## config.mk

```make
export PLATFORM = sky130hd
export DESIGN_NAME = fpod_decoder
export DESIGN_NICKNAME = d
export VERILOG_FILES = /design/src/design/fpod_reset_sync.v /design/src/design/fpod_field_split.v /design/src/design/fpod_decoder.v
export VERILOG_INCLUDE_DIRS = /design/src /design/src/shared
export SDC_FILE = /design/constraint.sdc
export NUM_CORES = 1
export LEC_CHECK = 0
export BUFFER_PORTS_ARGS = -buffer_cell sky130_fd_sc_hd__clkbuf_2
export CAP_MARGIN = 20
export CORE_UTILIZATION = 55
export CTS_CLUSTER_SIZE = 20
export DETAILED_ROUTE_END_ITERATION = 16
export PLACE_DENSITY_LB_ADDON = 0.12
export SYNTH_ARGS = -nofsm -noshare
export SYNTH_HDL_FRONTEND = slang
export SYNTH_SLANG_ARGS = --single-unit
```

## constraint.sdc

```tcl
create_clock -name ref_clk_i -period 3.1 [get_ports ref_clk_i]
set_clock_uncertainty 0.2 [all_clocks]
set_input_delay 0.465 -clock ref_clk_i [delete_from_list [all_inputs] [get_ports ref_clk_i]]
set_output_delay 0.465 -clock ref_clk_i [all_outputs]
set_load 0.02 [all_outputs]
```

## src/shared/fpod_map.vh

```
// Constants for the escape opcode decoder: patterns, operation codes, classes, operand types
`ifndef FPOD_MAP_VH
`define FPOD_MAP_VH

// ****************************************
// Opcode fields
// ****************************************
`define FPOD_ESCAPE          5'h1B
`define FPOD_MOD_REGISTER    2'h3
`define FPOD_HI5_LOAD        5'h18
`define FPOD_HI5_EXCHANGE    5'h19
`define FPOD_HI5_STORE       5'h1A
`define FPOD_HI5_STORE_POP   5'h1B
`define FPOD_HI5_UCOM        5'h1C
`define FPOD_HI5_UCOM_POP    5'h1D
`define FPOD_HI5_ADD         5'h18
`define FPOD_HI5_MUL         5'h19
`define FPOD_HI4_SUB         4'hE
`define FPOD_HI4_DIV         4'hF

// ****************************************
// Operation codes
// ****************************************
`define FPOD_OP_INVALID                6'h00
`define FPOD_OP_LOAD_TO_TOP            6'h01
`define FPOD_OP_STORE_TOP              6'h02
`define FPOD_OP_STORE_TOP_POP          6'h03
`define FPOD_OP_EXCHANGE_TOP           6'h04
`define FPOD_OP_ORDERED_COMPARE        6'h05
`define FPOD_OP_ORDERED_COMPARE_POP    6'h06
`define FPOD_OP_ORDERED_COMPARE_POP2   6'h07
`define FPOD_OP_UNORDERED_COMPARE      6'h08
`define FPOD_OP_UNORDERED_COMPARE_POP  6'h09
`define FPOD_OP_UNORDERED_COMPARE_POP2 6'h0A
`define FPOD_OP_TEST_AGAINST_ZERO      6'h0B
`define FPOD_OP_EXAMINE_TOP            6'h0C
`define FPOD_OP_LOAD_CONST_ZERO        6'h0D
`define FPOD_OP_LOAD_CONST_ONE         6'h0E
`define FPOD_OP_LOAD_CONST_PI          6'h0F
`define FPOD_OP_LOAD_LOG2_TEN          6'h10
`define FPOD_OP_LOAD_LOG2_E            6'h11
`define FPOD_OP_LOAD_LOG10_TWO         6'h12
`define FPOD_OP_LOAD_LN_TWO            6'h13
`define FPOD_OP_ADD                    6'h14
`define FPOD_OP_SUBTRACT               6'h15
`define FPOD_OP_MULTIPLY               6'h16
`define FPOD_OP_DIVIDE                 6'h17
`define FPOD_OP_SQUARE_ROOT            6'h18
`define FPOD_OP_SCALE_BY_POWER         6'h19
`define FPOD_OP_PARTIAL_REMAINDER      6'h1A
`define FPOD_OP_STD_PARTIAL_REMAINDER  6'h1B
`define FPOD_OP_ROUND_INTEGER          6'h1C
`define FPOD_OP_SPLIT_EXPONENT         6'h1D
`define FPOD_OP_ABSOLUTE_VALUE         6'h1E
`define FPOD_OP_NEGATE_SIGN            6'h1F
`define FPOD_OP_PARTIAL_TANGENT        6'h20
`define FPOD_OP_PARTIAL_ARCTANGENT     6'h21
`define FPOD_OP_SINE                   6'h22
`define FPOD_OP_COSINE                 6'h23
`define FPOD_OP_SINE_COSINE            6'h24
`define FPOD_OP_EXP2_MINUS_ONE         6'h25
`define FPOD_OP_Y_LOG2_X               6'h26
`define FPOD_OP_Y_LOG2_X_PLUS_ONE      6'h27
`define FPOD_OP_INITIALISE_UNIT        6'h28
`define FPOD_OP_STORE_STATUS_WORD      6'h29
`define FPOD_OP_LOAD_CONTROL_WORD      6'h2A
`define FPOD_OP_STORE_CONTROL_WORD     6'h2B
`define FPOD_OP_CLEAR_EXCEPTIONS       6'h2C
`define FPOD_OP_STORE_ENVIRONMENT      6'h2D
`define FPOD_OP_LOAD_ENVIRONMENT       6'h2E
`define FPOD_OP_SAVE_FULL_STATE        6'h2F
`define FPOD_OP_RESTORE_FULL_STATE     6'h30
`define FPOD_OP_STACK_PTR_INCREMENT    6'h31
`define FPOD_OP_STACK_PTR_DECREMENT    6'h32
`define FPOD_OP_FREE_REGISTER          6'h33
`define FPOD_OP_NO_OPERATION           6'h34

// ****************************************
// Operation classes
// ****************************************
`define FPOD_CLASS_INVALID        3'h0
`define FPOD_CLASS_TRANSFER       3'h1
`define FPOD_CLASS_COMPARE        3'h2
`define FPOD_CLASS_CONSTANT       3'h3
`define FPOD_CLASS_ARITHMETIC     3'h4
`define FPOD_CLASS_TRANSCENDENTAL 3'h5
`define FPOD_CLASS_CONTROL        3'h6

// ****************************************
// Memory operand types (low four codes equal the memory_format field)
// ****************************************
`define FPOD_TYPE_REAL32  3'h0
`define FPOD_TYPE_INT32   3'h1
`define FPOD_TYPE_REAL64  3'h2
`define FPOD_TYPE_INT16   3'h3
`define FPOD_TYPE_INT64   3'h4
`define FPOD_TYPE_REAL80  3'h5
`define FPOD_TYPE_BCD     3'h6
`define FPOD_TYPE_NONE    3'h7

`endif

```

## src/design/fpod_reset_sync.v

```verilog
// Two-stage release synchroniser for the active-low reset
module fpod_reset_sync (
  input  wire ref_clk_i,
  input  wire nrst_i,
  output wire nrst_sync_o
);
  reg stage_a;
  reg stage_b;

  // Assert at once, release only after two clean edges
  always @(posedge ref_clk_i or negedge nrst_i) begin
    if (!nrst_i) begin
      stage_a <= 1'b0;
      stage_b <= 1'b0;
    end else begin
      stage_a <= 1'b1;
      stage_b <= stage_a;
    end
  end

  assign nrst_sync_o = stage_b;
endmodule // fpod_reset_sync

```

## src/design/fpod_field_split.v

```verilog
// Splits a two-byte escape opcode into its encoding fields
`include "fpod_map.vh"
module fpod_field_split (
  input  wire [7:0] opcode_hi_i,
  input  wire [7:0] opcode_lo_i,
  output wire       escape_match_o,
  output wire [2:0] low_bits_o,
  output wire       register_form_o,
  output wire [2:0] reg_field_o,
  output wire [4:0] second_hi5_o,
  output wire [2:0] stack_register_index_o
);
  assign escape_match_o         = (opcode_hi_i[7:3] == `FPOD_ESCAPE);
  assign low_bits_o             = opcode_hi_i[2:0];
  // A mod of 11 never names memory, so it marks register or operand-less forms
  assign register_form_o        = (opcode_lo_i[7:6] == `FPOD_MOD_REGISTER);
  assign reg_field_o            = opcode_lo_i[5:3];
  assign second_hi5_o           = opcode_lo_i[7:3];
  assign stack_register_index_o = opcode_lo_i[2:0];
endmodule // fpod_field_split

```

## src/design/fpod_decoder.v

```verilog
// Escape-prefixed coprocessor opcode decoder, top level
// Notes on behaviour
// - Only first bytes whose top five bits are 11011 are decoded.
// - Load to top: memory forms by format and reg 000, special wide types, 001 11000+i.
// - Store top: memory reg 010, or 101 then 11010 plus index.
// - Store and pop: memory reg 011, wide types reg 111/110, or 101 11011+i.
// - Exchange top with register: 001 then 11001 plus index.
// - Ordered compare reg 010 or 000 11010+i; with pop reg 011 or 000 11011+i.
// - Compare register one with top, double pop: 110 then 11011001.
// - Unordered compare 101 11100+i, pop 101 11101+i, double pop 010 11101001.
// - Test against zero 001 11100100; examine top 001 11100101.
// - Seven constant loads use low bits 001 with second bytes 11101000..11101110.
// - Add: memory reg 000, register form d P 0 then 11000 plus index.
// - Subtract and divide: memory reg 10R/11R, register 1110R/1111R; R reverses.
// - Multiply register form: d P 0 then 11001 plus index.
// - Square root, scale, remainders, round, split exponent under low bits 001.
// - Absolute value 001 11100001; sign inversion 001 11100000.
// - Tangent, arctangent, sine, cosine, sine-cosine under low bits 001.
// - Two-power minus one and the two logarithm forms under low bits 001.
// - Initialise 011 11100011, clear exceptions 011 11100010, status to accumulator 111 11100000.
// - Low bits 001 memory: reg 101,111,110,100 are control and environment moves.
// - Low bits 101 memory: reg 111 status store, 110 save, 100 restore.
// - Stack pointer increment, decrement, free register, and no-operation encodings.
// - Memory format 00 real32, 01 int32, 10 real64, 11 int16.
// - Direction bit picks destination; pop bit pops the top afterwards.
// - Reverse bit picks operand order, inverted when direction is one.
// - A second byte with top bits 11 is a register or operand-less form.
`include "fpod_map.vh"
module fpod_decoder (
  input  wire       ref_clk_i,
  input  wire       nrst_i,
  input  wire       valid_i,
  input  wire [7:0] opcode_hi_i,
  input  wire [7:0] opcode_lo_i,
  output reg        valid_o,
  output reg        invalid_o,
  output reg  [5:0] op_o,
  output reg  [2:0] class_o,
  output reg        is_memory_o,
  output reg  [1:0] memory_format_o,
  output reg  [2:0] operand_type_o,
  output reg  [2:0] stack_register_index_o,
  output reg        direction_o,
  output reg  [1:0] pop_count_o,
  output reg        reverse_o,
  output reg        to_accumulator_o
);
  // ****************************************
  // Reset and field split
  // ****************************************
  wire       nrst_sync;
  wire       escape_match;
  wire [2:0] low_bits;
  wire       register_form;
  wire [2:0] reg_field;
  wire [4:0] second_hi5;
  wire [2:0] stack_index;
  fpod_reset_sync u_reset_sync (
    .ref_clk_i   (ref_clk_i),
    .nrst_i      (nrst_i),
    .nrst_sync_o (nrst_sync)
  );
  fpod_field_split u_field_split (
    .opcode_hi_i            (opcode_hi_i),
    .opcode_lo_i            (opcode_lo_i),
    .escape_match_o         (escape_match),
    .low_bits_o             (low_bits),
    .register_form_o        (register_form),
    .reg_field_o            (reg_field),
    .second_hi5_o           (second_hi5),
    .stack_register_index_o (stack_index)
  );

  // ****************************************
  // Operation decode
  // ****************************************
  function [2:0] class_of;
    input [5:0] op;
    begin
      if (op == `FPOD_OP_INVALID)
        class_of = `FPOD_CLASS_INVALID;
      else if (op < `FPOD_OP_ORDERED_COMPARE)
        class_of = `FPOD_CLASS_TRANSFER;
      else if (op < `FPOD_OP_LOAD_CONST_ZERO)
        class_of = `FPOD_CLASS_COMPARE;
      else if (op < `FPOD_OP_ADD)
        class_of = `FPOD_CLASS_CONSTANT;
      else if (op < `FPOD_OP_PARTIAL_TANGENT)
        class_of = `FPOD_CLASS_ARITHMETIC;
      else if (op < `FPOD_OP_INITIALISE_UNIT)
        class_of = `FPOD_CLASS_TRANSCENDENTAL;
      else
        class_of = `FPOD_CLASS_CONTROL;
    end
  endfunction
  reg [5:0] next_op;
  reg [2:0] next_type;
  reg [1:0] next_pop;
  reg       next_dir;
  reg       next_rev;
  reg       next_acc;
  reg       next_uses_index;
  always @* begin
    next_op         = `FPOD_OP_INVALID;
    next_type       = `FPOD_TYPE_NONE;
    next_pop        = 2'h0;
    next_dir        = 1'b0;
    next_rev        = 1'b0;
    next_acc        = 1'b0;
    next_uses_index = 1'b0;
    if (!register_form) begin
      next_type = {1'b0, low_bits[2:1]};
      if (low_bits[0]) begin
        case (reg_field)
          3'h0: next_op = `FPOD_OP_LOAD_TO_TOP;
          3'h2: next_op = `FPOD_OP_STORE_TOP;
          3'h3: begin
            next_op  = `FPOD_OP_STORE_TOP_POP;
            next_pop = 2'h1;
          end
          default: next_op = `FPOD_OP_INVALID;
        endcase
        // Wide types and control moves reuse format codes, so they override
        case ({low_bits, reg_field})
          6'h3D: begin
            next_op   = `FPOD_OP_LOAD_TO_TOP;
            next_type = `FPOD_TYPE_INT64;
          end
          6'h1D: begin
            next_op   = `FPOD_OP_LOAD_TO_TOP;
            next_type = `FPOD_TYPE_REAL80;
          end
          6'h3C: begin
            next_op   = `FPOD_OP_LOAD_TO_TOP;
            next_type = `FPOD_TYPE_BCD;
          end
          6'h3F: begin
            next_op   = `FPOD_OP_STORE_TOP_POP;
            next_type = `FPOD_TYPE_INT64;
            next_pop  = 2'h1;
          end
          6'h1F: begin
            next_op   = `FPOD_OP_STORE_TOP_POP;
            next_type = `FPOD_TYPE_REAL80;
            next_pop  = 2'h1;
          end
          6'h3E: begin
            next_op   = `FPOD_OP_STORE_TOP_POP;
            next_type = `FPOD_TYPE_BCD;
            next_pop  = 2'h1;
          end
          6'h0D: next_op = `FPOD_OP_LOAD_CONTROL_WORD;
          6'h0F: next_op = `FPOD_OP_STORE_CONTROL_WORD;
          6'h0E: next_op = `FPOD_OP_STORE_ENVIRONMENT;
          6'h0C: next_op = `FPOD_OP_LOAD_ENVIRONMENT;
          6'h2F: next_op = `FPOD_OP_STORE_STATUS_WORD;
          6'h2E: next_op = `FPOD_OP_SAVE_FULL_STATE;
          6'h2C: next_op = `FPOD_OP_RESTORE_FULL_STATE;
          default: next_op = next_op;
        endcase
        if (next_op >= `FPOD_OP_STORE_STATUS_WORD)
          next_type = `FPOD_TYPE_NONE;
      end else begin
        next_rev = reg_field[0];
        case (reg_field)
          3'h0: next_op = `FPOD_OP_ADD;
          3'h1: next_op = `FPOD_OP_MULTIPLY;
          3'h2: next_op = `FPOD_OP_ORDERED_COMPARE;
          3'h3: begin
            next_op  = `FPOD_OP_ORDERED_COMPARE_POP;
            next_pop = 2'h1;
          end
          3'h4, 3'h5: next_op = `FPOD_OP_SUBTRACT;
          default: next_op = `FPOD_OP_DIVIDE;
        endcase
        if (next_op != `FPOD_OP_SUBTRACT && next_op != `FPOD_OP_DIVIDE)
          next_rev = 1'b0;
      end
    end else begin
      case (low_bits)
        3'h1: begin
          case (opcode_lo_i)
            8'hD0: next_op = `FPOD_OP_NO_OPERATION;
            8'hE0: next_op = `FPOD_OP_NEGATE_SIGN;
            8'hE1: next_op = `FPOD_OP_ABSOLUTE_VALUE;
            8'hE4: next_op = `FPOD_OP_TEST_AGAINST_ZERO;
            8'hE5: next_op = `FPOD_OP_EXAMINE_TOP;
            8'hE8: next_op = `FPOD_OP_LOAD_CONST_ONE;
            8'hE9: next_op = `FPOD_OP_LOAD_LOG2_TEN;
            8'hEA: next_op = `FPOD_OP_LOAD_LOG2_E;
            8'hEB: next_op = `FPOD_OP_LOAD_CONST_PI;
            8'hEC: next_op = `FPOD_OP_LOAD_LOG10_TWO;
            8'hED: next_op = `FPOD_OP_LOAD_LN_TWO;
            8'hEE: next_op = `FPOD_OP_LOAD_CONST_ZERO;
            8'hF0: next_op = `FPOD_OP_EXP2_MINUS_ONE;
            8'hF1: next_op = `FPOD_OP_Y_LOG2_X;
            8'hF2: next_op = `FPOD_OP_PARTIAL_TANGENT;
            8'hF3: next_op = `FPOD_OP_PARTIAL_ARCTANGENT;
            8'hF4: next_op = `FPOD_OP_SPLIT_EXPONENT;
            8'hF5: next_op = `FPOD_OP_STD_PARTIAL_REMAINDER;
            8'hF6: next_op = `FPOD_OP_STACK_PTR_DECREMENT;
            8'hF7: next_op = `FPOD_OP_STACK_PTR_INCREMENT;
            8'hF8: next_op = `FPOD_OP_PARTIAL_REMAINDER;
            8'hF9: next_op = `FPOD_OP_Y_LOG2_X_PLUS_ONE;
            8'hFA: next_op = `FPOD_OP_SQUARE_ROOT;
            8'hFB: next_op = `FPOD_OP_SINE_COSINE;
            8'hFC: next_op = `FPOD_OP_ROUND_INTEGER;
            8'hFD: next_op = `FPOD_OP_SCALE_BY_POWER;
            8'hFE: next_op = `FPOD_OP_SINE;
            8'hFF: next_op = `FPOD_OP_COSINE;
            default: begin
              next_uses_index = 1'b1;
              if (second_hi5 == `FPOD_HI5_LOAD)
                next_op = `FPOD_OP_LOAD_TO_TOP;
              else if (second_hi5 == `FPOD_HI5_EXCHANGE)
                next_op = `FPOD_OP_EXCHANGE_TOP;
            end
          endcase
        end
        3'h5: begin
          next_uses_index = 1'b1;
          case (second_hi5)
            `FPOD_HI5_LOAD: next_op = `FPOD_OP_FREE_REGISTER;
            `FPOD_HI5_STORE: next_op = `FPOD_OP_STORE_TOP;
            `FPOD_HI5_STORE_POP: begin
              next_op  = `FPOD_OP_STORE_TOP_POP;
              next_pop = 2'h1;
            end
            `FPOD_HI5_UCOM: next_op = `FPOD_OP_UNORDERED_COMPARE;
            `FPOD_HI5_UCOM_POP: begin
              next_op  = `FPOD_OP_UNORDERED_COMPARE_POP;
              next_pop = 2'h1;
            end
            default: next_uses_index = 1'b0;
          endcase
        end
        3'h0: begin
          next_uses_index = 1'b1;
          if (second_hi5 == `FPOD_HI5_STORE)
            next_op = `FPOD_OP_ORDERED_COMPARE;
          else if (second_hi5 == `FPOD_HI5_STORE_POP) begin
            next_op  = `FPOD_OP_ORDERED_COMPARE_POP;
            next_pop = 2'h1;
          end
        end
        3'h6: begin
          if (opcode_lo_i == 8'hD9) begin
            next_op  = `FPOD_OP_ORDERED_COMPARE_POP2;
            next_pop = 2'h2;
          end
        end
        3'h2: begin
          if (opcode_lo_i == 8'hE9) begin
            next_op  = `FPOD_OP_UNORDERED_COMPARE_POP2;
            next_pop = 2'h2;
          end
        end
        3'h3: begin
          if (opcode_lo_i == 8'hE3)
            next_op = `FPOD_OP_INITIALISE_UNIT;
          else if (opcode_lo_i == 8'hE2)
            next_op = `FPOD_OP_CLEAR_EXCEPTIONS;
        end
        3'h7: begin
          if (opcode_lo_i == 8'hE0) begin
            next_op  = `FPOD_OP_STORE_STATUS_WORD;
            next_acc = 1'b1;
          end
        end
        default: next_op = `FPOD_OP_INVALID;
      endcase
      // Exact encodings above take priority over the generic d P 0 forms
      if (next_op == `FPOD_OP_INVALID && !low_bits[0]) begin
        next_uses_index = 1'b1;
        next_dir        = low_bits[2];
        next_pop        = {1'b0, low_bits[1]};
        next_rev        = second_hi5[0] ^ low_bits[2];
        if (second_hi5 == `FPOD_HI5_ADD) begin
          next_op  = `FPOD_OP_ADD;
          next_rev = 1'b0;
        end else if (second_hi5 == `FPOD_HI5_MUL) begin
          next_op  = `FPOD_OP_MULTIPLY;
          next_rev = 1'b0;
        end else if (second_hi5[4:1] == `FPOD_HI4_SUB)
          next_op = `FPOD_OP_SUBTRACT;
        else if (second_hi5[4:1] == `FPOD_HI4_DIV)
          next_op = `FPOD_OP_DIVIDE;
      end
    end
    // Unknown encodings carry no side effects to the host
    if (next_op == `FPOD_OP_INVALID) begin
      next_type       = `FPOD_TYPE_NONE;
      next_pop        = 2'h0;
      next_dir        = 1'b0;
      next_rev        = 1'b0;
      next_uses_index = 1'b0;
    end
  end

  // ****************************************
  // Output registers
  // ****************************************
  // Results hold until the next accepted escape opcode
  always @(posedge ref_clk_i or negedge nrst_sync) begin
    if (!nrst_sync) begin
      valid_o                <= 1'b0;
      invalid_o              <= 1'b0;
      op_o                   <= `FPOD_OP_INVALID;
      class_o                <= `FPOD_CLASS_INVALID;
      is_memory_o            <= 1'b0;
      memory_format_o        <= 2'h0;
      operand_type_o         <= `FPOD_TYPE_NONE;
      stack_register_index_o <= 3'h0;
      direction_o            <= 1'b0;
      pop_count_o            <= 2'h0;
      reverse_o              <= 1'b0;
      to_accumulator_o       <= 1'b0;
    end else begin
      valid_o   <= valid_i & escape_match;
      invalid_o <= valid_i & escape_match & (next_op == `FPOD_OP_INVALID);
      if (valid_i && escape_match) begin
        op_o                   <= next_op;
        class_o                <= class_of(next_op);
        is_memory_o            <= ~register_form & (next_op != `FPOD_OP_INVALID);
        memory_format_o        <= register_form ? 2'h0 : low_bits[2:1];
        operand_type_o         <= next_type;
        stack_register_index_o <= next_uses_index ? stack_index : 3'h0;
        direction_o            <= next_dir;
        pop_count_o            <= next_pop;
        reverse_o              <= next_rev;
        to_accumulator_o       <= next_acc;
      end
    end
  end
endmodule // fpod_decoder

```

# Yosys cells after proc, flatten, opt, wreduce, memory -nomap -nowiden
# Index checks and enable logic that the tools add are counted.
dict set report totals {
  memories 0
  inputBits 19
  regBits 27
  rom_bits 0
  ram_bits 0
  output_inout_bits 25
  elab_cells 181
  latchBits 0
}
dict set report classes {
  order_cmp 6
  mux 71
  reduce_logical 18
  shift 0
  mul 0
  n_bitwise 5
  addsub 0
  div 0
  n_eq_ne 67
}
# op count
set ops {}
lappend ops {{equality test 8 bit, second input constant} 31}
lappend ops {{case mux 6 bit (28 select lines)} 1}
lappend ops {{two-way mux 6 bit} 15}
lappend ops {{case mux 6 bit (9 select lines)} 1}
lappend ops {{equality test 6 bit, second input constant} 7}
lappend ops {{two-way mux 3 bit} 14}
lappend ops {{case mux 6 bit (7 select lines)} 1}
lappend ops {{equality test 5 bit, second input constant} 7}
lappend ops {{case mux 6 bit (5 select lines)} 1}
lappend ops {{OR reduction 28 bit} 1}
lappend ops {{case mux 5 bit (5 select lines)} 1}
lappend ops {{equality test 6 x 4 -> 1 bit, second input constant} 4}
lappend ops {{two-way mux 1 bit} 23}
lappend ops {{two-way mux 2 bit} 9}
lappend ops {{equality test 3 bit, second input constant} 5}
lappend ops {{equality test 3 x 2 -> 1 bit, second input constant} 4}
lappend ops {{equality test 6 x 5 -> 1 bit, second input constant} 2}
lappend ops {{zero test 6 bit} 2}
lappend ops {{less-than comparator 6 bit, second input constant} 2}
lappend ops {{inequality test 6 x 5 -> 1 bit, second input constant} 2}
lappend ops {{OR reduction 2 bit} 5}
lappend ops {{case mux 3 bit (3 select lines)} 1}
lappend ops {{equality test 4 bit, second input constant} 2}
lappend ops {{case mux 2 bit (4 select lines)} 1}
lappend ops {{other kinds (18)} 25}

# Longest topological paths before layout
# Gate-level depths: netlist (run 1).
dict set report logic_depth {
  depth_word 19
  mapped_depth 11
  mapped_depth_nobuf 8
}

# Modules after synthesis
# A second synthesis (run 1) with hierarchy kept.
dict set report unflattened {
  hier_cells 333
  hier_area_um2 2543.7
}
# mod area_each_um2 seq_area_each_um2 instances cells_each
set by_module_without_submodules {}
lappend by_module_without_submodules {fpod_decoder 2361.0 629.4 1 313}
lappend by_module_without_submodules {fpod_field_split 128.9 0.0 1 17}
lappend by_module_without_submodules {fpod_reset_sync 53.8 50.0 1 3}

# Worst setup path after synthesis (run 1)
# Ideal clock, no wire load.
dict set report synth_path {
  path_type {input port to flip-flop}
  from {input port opcode_hi_i[0]}
  to {register stack_register_index_o[0]}
  path_buffers 0
  required_ns 2.779
  arrival_ns 2.235
  stages 8
  setup_slack_ns 0.544
  cell_sequence {or4b_4 > a211oi_4 > or4b_1 > o31ai_2 > nor3_4 > nand4_4 > o21a_1 > a22o_1}
}
dict set report synth_via {
  elab_chain_len 12
}
# item line
set synth_rtl {}
lappend synth_rtl {{start, declared} fpod_decoder.v:33} ;# input wire [7:0] opcode_hi_i,
lappend synth_rtl {{equality test 3 bit, or another cell as far along} fpod_decoder.v:180} ;# case (low_bits)
lappend synth_rtl {{case mux 6 bit (7 select lines)} fpod_decoder.v:180}
lappend synth_rtl {{two-way mux 6 bit} fpod_decoder.v:111} ;# if (!register_form) begin
lappend synth_rtl {{two-way mux 6 bit} fpod_decoder.v:286} ;# else if (second_hi5[4:1] == `FPOD_HI4_DIV)
lappend synth_rtl {{two-way mux 6 bit} fpod_decoder.v:284} ;# end else if (second_hi5[4:1] == `FPOD_HI4_SUB)
lappend synth_rtl {{two-way mux 6 bit} fpod_decoder.v:281} ;# end else if (second_hi5 == `FPOD_HI5_MUL) begin
lappend synth_rtl {{two-way mux 6 bit} fpod_decoder.v:278} ;# if (second_hi5 == `FPOD_HI5_ADD) begin
lappend synth_rtl {{two-way mux 6 bit} fpod_decoder.v:273} ;# if (next_op == `FPOD_OP_INVALID && !low_bits[0]) begin
lappend synth_rtl {{two-way mux 6 bit} fpod_decoder.v:111}
lappend synth_rtl {{zero test 6 bit (no source line)} --}
lappend synth_rtl {{two-way mux 1 bit *} fpod_decoder.v:291} ;# if (next_op == `FPOD_OP_INVALID) begin
lappend synth_rtl {{two-way mux 3 bit *} fpod_decoder.v:327} ;# stack_register_index_o <= next_uses_index ? stack_index : 3'h0;
lappend synth_rtl {{end signal, assigned} fpod_decoder.v:327}
lappend synth_rtl {{end, declared} fpod_decoder.v:42} ;# output reg [2:0] stack_register_index_o,
# Mark *: on every way between the ends. The rest lies on a longest branch, timed or not. The select of a mux whose other input is x is not followed.
# A chain may end at the register's enable or synchronous reset.

# Worst setup path after layout (run 1)
dict set report layout_path {
  from {input port opcode_lo_i[4]}
  to {register stack_register_index_o[2]}
}
dict set report layout_via {
  elab_chain_len 15
}
# item line
set layout_rtl {}
lappend layout_rtl {{start, declared} fpod_decoder.v:34} ;# input wire [7:0] opcode_lo_i,
lappend layout_rtl {{equality test 5 bit (no source line)} --}
lappend layout_rtl {{two-way mux 3 bit} fpod_decoder.v:215} ;# else if (second_hi5 == `FPOD_HI5_EXCHANGE)
lappend layout_rtl {{two-way mux 3 bit} fpod_decoder.v:213} ;# if (second_hi5 == `FPOD_HI5_LOAD)
lappend layout_rtl {{case mux 6 bit (28 select lines)} fpod_decoder.v:182} ;# case (opcode_lo_i)
lappend layout_rtl {{case mux 6 bit (7 select lines)} fpod_decoder.v:180}
lappend layout_rtl {{two-way mux 6 bit} fpod_decoder.v:111}
lappend layout_rtl {{two-way mux 6 bit} fpod_decoder.v:286}
lappend layout_rtl {{two-way mux 6 bit} fpod_decoder.v:284}
lappend layout_rtl {{two-way mux 6 bit} fpod_decoder.v:281}
lappend layout_rtl {{two-way mux 6 bit} fpod_decoder.v:278}
lappend layout_rtl {{two-way mux 6 bit} fpod_decoder.v:273}
lappend layout_rtl {{two-way mux 6 bit} fpod_decoder.v:111}
lappend layout_rtl {{zero test 6 bit (no source line)} --}
lappend layout_rtl {{two-way mux 1 bit *} fpod_decoder.v:291}
lappend layout_rtl {{two-way mux 3 bit *} fpod_decoder.v:327}
# Marks and branches as above.

==> out/qor.yml, run 1 <==
reg2reg_setup_slack_ns: 2.18
slowest_stage: "a211oi_2"
place_hpwl_um: 5100
maxCapViolations: 0
grt_pass1_wl_um: 10700
drcViolationCount: 0
vias: 2460
cts_tree: "yes"
fin_crit_sh_pct: 86.5
first_iter_violations: 253
max-slew-margin-rel_pct: 55.4
ys_seq_elements: 27
hp-class: "flop to asynchronous set/reset pin"
grtUsageTotal_pct: 30.8
cts_made_buffers: 3
r2r_start: "operand_type_o[0]"
synth_fp_nets: 309
synth_top_area_cell: "dfrtp_1"
path_class: "primary input to flop"
cp_top_family: "compound AO/OA/AOI/OAI gates"
tns_ns: 0
status: "complete, no violations"
yosysUniqueCellTypes: 75
syn-cell-area_um2: 2370
critPathBufInv: 2
fin_nets: 359
io_buffers: 43
dpl_worst_slack_ns: 0.164
synth_commonest_cells: "nand2_1, dfrtp_1, nor2_1"
finalMaxSlewViolations: 0
synthArstFlopShare_pct: 100
crit_arrival_ns: 2.64
die_h_um: 67.7
setup_viol: 0
period_needed_ns: 2.68
wl_per_cell_um: 16.9
area_growth_pct: 18.7
cp.required_ns: 3.06
wl_um: 6570
cts_buffer_depth: 2
synth_seq_area_share_pct: 28.6
initial_core_util_pct: 58.5
crit_chain: "clkbuf_2, buf_4, xor2_1, o21ai_1, a211oi_2, nor2_2, nor3_4, nand4_4, o21a_1, a22o_1"
synth_area_per_cell_um2: 8.18
fillers: 326
synth_ff_type: "dfrtp_1"
synth-edff-count: 0
antenna_left: 0
end_kind: "flop"
cts_setup_buffers: 0
power_density_nw_per_um2: 364
crit_fanout: 15
worstSkewPairLatency_ns: 0.26
dieArea_um2: 4580
p_leak_nw: 1.23
holdBufCountCts: 1
cts_sinks: 27
grt_max_degree: 29
grt-ovfl-total: 0
netlist.area_leader.share_pct: 25.3
grt_pass1_vias: 2201
synth_most_common_cell: "nand2_1"
yosysWarnings: 0
cts.reportedPaths.clkPinSlew_ns: 0.09
die_x_um: 67.7
cts_root_buf: "clkbuf_8"
ir_drop_mv: 0.191
cpPeakStageDelay_ns: 0.28
rsz0062_at_grt: "false"
first_pass_iters: 6
viasPerCell: 6.32
rows: 23
antenna_found_initial: 0
synthTopCellsByArea: "dfrtp_1, nand2_1, a21oi_1"
ff2ff_path_depth: 1
post-route-util_pct: 69.4
core_um2: 4060
regArea_um2: 679
hold_viol: 0
crit_path_start_kind: "primary input"
worst_slew_pin_slew_ns: 0.659
gp_congestion: 0.998
synth_cells: 290
r2r-end: "operand_type_o[0]"
ios: 44
diodes: 0
fmax_ghz: 0.373
crit_cells: 10
cts_resized: 0
worst_slack_ns: 0.420
drive_gt1_share_pct: 30.4
multi_input_area_um2: 1530
h-tree-depth: 1
==> placed cells by master, fill, tap and decap left out, drive strengths merged, types with 5 or more instances in the layout <==
cell / instances
clkbuf: 46
a21oi: 16
nand2b: 5
a22o: 5
o21ai: 23
buf: 28
nor2: 22
dfrtp: 24
nand3: 7
nor3: 15
a31oi: 6
nand2: 32
inv: 7
and2: 7
and3: 6
o31ai: 10
==> cells by family (layout without fill, tap and decap cells) <==
family | after synthesis | count (layout) | synth area share, %
and+or+nand+nor | 122 | 122 | 30.6
muxes | 4 | 4 | 1.74
buffers and inverters | 34 | 83 | 6.70
other | 1 | 1 | 0.158
AOI/OAI and AO/OA | 97 | 97 | 30.3
xor gates and xnor gates | 5 | 5 | 1.85
DFF | 27 | 27 | 28.6
==> sequential cells by signal (all words and copies together) (netlist names) <==
| register | cells |
|---|---|
| invalid_o | 1 |
| u_reset_sync.stage_a | 1 |
| valid_o | 1 |
| op_o | 6 |
| stack_register_index_o | 3 |
| u_reset_sync.nrst_sync_o | 1 |
| pop_count_o | 2 |
| direction_o | 1 |
| reverse_o | 1 |
| class_o | 3 |
| to_accumulator_o | 1 |
| is_memory_o | 1 |
| operand_type_o | 3 |
| memory_format_o | 2 |
==> how the worst max path moves through the flow <==
stage | startpoint | endpoint | slack (ns)
3_3_place_gp | opcode_lo_i[4] | stack_register_index_o[2] | 0.18
3_5_place_dp | opcode_lo_i[4] | stack_register_index_o[0] | 0.16
6_report | opcode_lo_i[4] | stack_register_index_o[2] | 0.42
4_1_cts | opcode_lo_i[4] | stack_register_index_o[2] | 0.45
2_1_floorplan | opcode_hi_i[0] | stack_register_index_o[0] | 0.54
5_1_grt | opcode_lo_i[4] | stack_register_index_o[2] | 0.29
==> per-layer routing <==
| metal | wire [um] | track usage [%] | part of all wire (%) | vias up |
|---|---|---|---|---|
| met1 | 2910 | 42.4 | 44 | 1148 |
| met2 | 3040 | 50.0 | 46 | 118 |
| met3 | 439 | 2.87 | 6.7 | 17 |
| met5 | 0 | 0 | 0 | - |
| li1 | - | - | - | 1177 |
| met4 | 168 | 9.84 | 2.6 | 0 |
==> stage by stage <==
step	instance area [um^2]	total power, mW	std cells	hold WS [ns]
after global routing	2820	1.09	389	0.0663
after floorplan	2370	0.703	290	-0.0306
final	2820	1.03	389	0.0504
after global placement	2730	0.827	383	0.0519
after detailed placement	2730	0.832	383	0.0530
after CTS	2790	1.02	388	0.173
==> report_power, final <==
group / internal, mW / total [mW] / switching, mW / leakage (nW)
Combinational: 0.153 / 0.401 / 0.248 / 0.861
Sequential: 0.406 / 0.432 / 0.0256 / 0.348
Clock: 0.0897 / 0.193 / 0.104 / 0.0255
==> final cells by class <==
| class | instances | area share (%) |
|---|---|---|
| multi-input combinational | 229 | 54.5 |
| sequential | 27 | 24.1 |
| timing repair buffer | 72 | 16.6 |
| tap | 50 | 2.22 |
| clock buffer | 3 | 1.47 |
| inverter | 7 | 0.933 |
| clock inverter | 1 | 0.178 |
Note: power is estimated with default switching activity, not from simulation.
==> run 2: changes to the inputs <==
--- a/config.mk
+++ b/config.mk
@@ -11,7 +11,8 @@
 export CORE_UTILIZATION = 55
 export CTS_CLUSTER_SIZE = 20
 export DETAILED_ROUTE_END_ITERATION = 16
-export PLACE_DENSITY_LB_ADDON = 0.12
+export PLACE_DENSITY_LB_ADDON = 0.08
+export RECOVER_POWER = 50
 export SYNTH_ARGS = -nofsm -noshare
 export SYNTH_HDL_FRONTEND = slang
 export SYNTH_SLANG_ARGS = --single-unit
==> constraint.sdc (replaced) <==
create_clock -name ref_clk_i -period 3 [get_ports ref_clk_i]
set_clock_uncertainty 0.2 [all_clocks]
set_input_delay 0.45 -clock ref_clk_i [delete_from_list [all_inputs] [get_ports ref_clk_i]]
set_output_delay 0.45 -clock ref_clk_i [all_outputs]
set_load 0.02 [all_outputs]
==> run 2 against run 1 <==
Compared with the run above:
- the run now ends with capacitance limit, slew limit left
- combinational power is 1% lower
- sequential share of layout area grew 0.46 points
- clock-buffer cell count unchanged
- clock power rose by 7%
- setup slack better by 0.022 ns
- first-iteration DRC count decreased by 17%
- cell area decreased by 1.9%
- routed wire length fell by 4.6%
- flip-flop and latch count did not move
- sequential power is 4% higher
- largest cell class unchanged
- largest power group unchanged
==> out/qor.yml, run 2 (same netlist as run 1, synthesis figures left out) <==
antenna_found_initial: 0  # unchanged
gp_congestion: 0.954  # was 0.998
regMostFlops: "op_o"  # unchanged
crit_fanout: 13  # was 15
fillers: 351  # was 326
status: "finished, violations left"  # was complete, no violations
path_class: "primary input to flop"  # unchanged
slowest_stage: "a211oi_2"  # unchanged
post-route-util_pct: 68.1  # was 69.4%
finalMaxSlewViolations: 39  # was 0
grt-ovfl-total: 0  # unchanged
die_x_um: 67.7  # unchanged
crit_arrival_ns: 2.53  # was 2.64 ns
crit_path_start_kind: "primary input"  # unchanged
grtUsageTotal_pct: 29.5  # was 30.8%
cp.required_ns: 2.97  # was 3.06 ns
h-tree-depth: 1  # unchanged
hold_viol: 0  # unchanged
diodes: 0  # unchanged
dieArea_um2: 4580  # unchanged
wl_per_cell_um: 16.1  # was 16.9 um
cpPeakStageDelay_ns: 0.33  # was 0.28 ns
cts.reportedPaths.clkPinSlew_ns: 0.09  # about the same
cts_made_buffers: 3  # unchanged
cp_top_family: "compound AO/OA/AOI/OAI gates"  # unchanged
tns_ns: 0  # unchanged
place_inst: 383  # unchanged
viasPerCell: 6.13  # was 6.32
ios: 44  # unchanged
p_leak_nw: 1.18  # was 1.23 nW
crit_chain: "clkbuf_2, buf_4, xor2_1, o21ai_1, a211oi_2, nor2_2, nor3_4, nand4_4, o21a_1, a22o_1"  # unchanged
maxCapViolations: 1  # was 0
rsz0062_at_grt: "false"  # unchanged
first_iter_violations: 210  # was 253
critPathBufInv: 2  # unchanged
worst_slack_ns: 0.442  # was 0.420 ns
cts_tree: "yes"  # unchanged
instances_no_fill: 388  # was 389
largest_reg_flops: 6  # unchanged
area_growth_pct: 16.5  # was 18.7%
antenna_left: 0  # unchanged
end_kind: "flop"  # unchanged
worst_slew_pin_slew_ns: 1.54  # was 0.659 ns
first_pass_iters: 5  # was 6
hold-worst-slack_ns: 0.172  # was 0.0504 ns
setup_viol: 0  # unchanged
cts_buffer_depth: 2  # unchanged
max-slew-margin-rel_pct: -2.78  # was 55.4%
initial_core_util_pct: 58.5  # unchanged
hp-class: "flop to flop"  # was flop to asynchronous set/reset pin
grt_pass1_wl_um: 10200  # was 10,700 um
period_needed_ns: 2.56
grt_max_degree: 39  # was 29
grt_pass1_vias: 2127  # was 2,201
place_hpwl_um: 4890  # was 5100 um
fin_nets: 358  # was 359
worstSkewPairLatency_ns: 0.28  # was 0.26 ns
cts_sinks: 27  # unchanged
power_density_nw_per_um2: 381  # was 364 nW/um^2
ir_drop_mv: 0.179  # was 0.191 mV
violations: "capacitance limit, slew limit"
vias: 2379  # was 2,460
cts_root_buf: "clkbuf_8"  # unchanged
rows: 23  # unchanged
io_buffers: 43  # unchanged
layout_commonest_cell: "clkbuf_2"  # unchanged
drive_gt1_share_pct: 27.2  # was 30.4%
die_h_um: 67.7  # unchanged
dpl_worst_slack_ns: 0.155  # was 0.164 ns
cts_setup_buffers: 0  # unchanged
wl_um: 6260  # was 6570 um
core_um2: 4060  # unchanged
drcViolationCount: 0  # unchanged
fin_crit_sh_pct: 85.3
fmax_ghz: 0.391
final_cell_mix: "clkbuf_2, nand2_1, buf_4"  # unchanged
## run 2: area by class of cell
type	count	area [um^2]	share of cell area (%)
Clock inverter	1	7.51	0.272
Multi-Input combinational cell	229	1530	55.5
Timing Repair Buffer	71	413	14.9
Sequential cell	27	679	24.6
Clock buffer	3	41.3	1.49
Inverter	7	26.3	0.951
Tap cell	50	62.6	2.26
## run 2: power by group
| group | switching [mW] | internal, mW | total, mW |
|---|---|---|---|
| clock | 0.113 | 0.0943 | 0.207 |
| combinational | 0.245 | 0.151 | 0.396 |
| sequential | 0.0311 | 0.420 | 0.451 |
## run 2: through the flow
| step | power (mW) | area [um^2] |
|---|---|---|
| after floorplan | 0.727 | 2370 |
| after global placement | 0.851 | 2720 |
| after detailed placement | 0.858 | 2720 |
| after CTS | 1.06 | 2780 |
| after global routing | 1.12 | 2760 |
| final | 1.05 | 2760 |
## run 2: worst paths after layout
check | start | endpoint | slack (ns) | depth (start not counted)
worst max-delay path | opcode_lo_i[4] | stack_register_index_o[0] | 0.44 | 10
worst min-delay path | u_reset_sync.stage_a | u_reset_sync.nrst_sync_o | 0.17 | 0
worst max register to register | u_reset_sync.nrst_sync_o | pop_count_o[1] | 1.79 | 0
worst min register to register | u_reset_sync.stage_a | u_reset_sync.nrst_sync_o | 0.17 | 0
max in group asynchronous | u_reset_sync.nrst_sync_o | pop_count_o[1] | 1.79 | 0
min in group asynchronous | u_reset_sync.nrst_sync_o | stack_register_index_o[0] | 0.21 | 0
## run 2: what timing repair did
action / CTS / global route
resized for setup: 0 / 0
endpoints found under the hold margin: 2 / 0
hold buffers: 1 / 0
## run 2: per-layer routing
metal	share of wire, %	GRT usage (%)	routed length [um]	up-vias
li1	-	-	-	1177
met1	45	40.0	2840	1109
met3	6.1	3.55	383	10
met4	1.8	10.6	115	0
met5	0	0	0	-
met2	47	47.5	2930	83
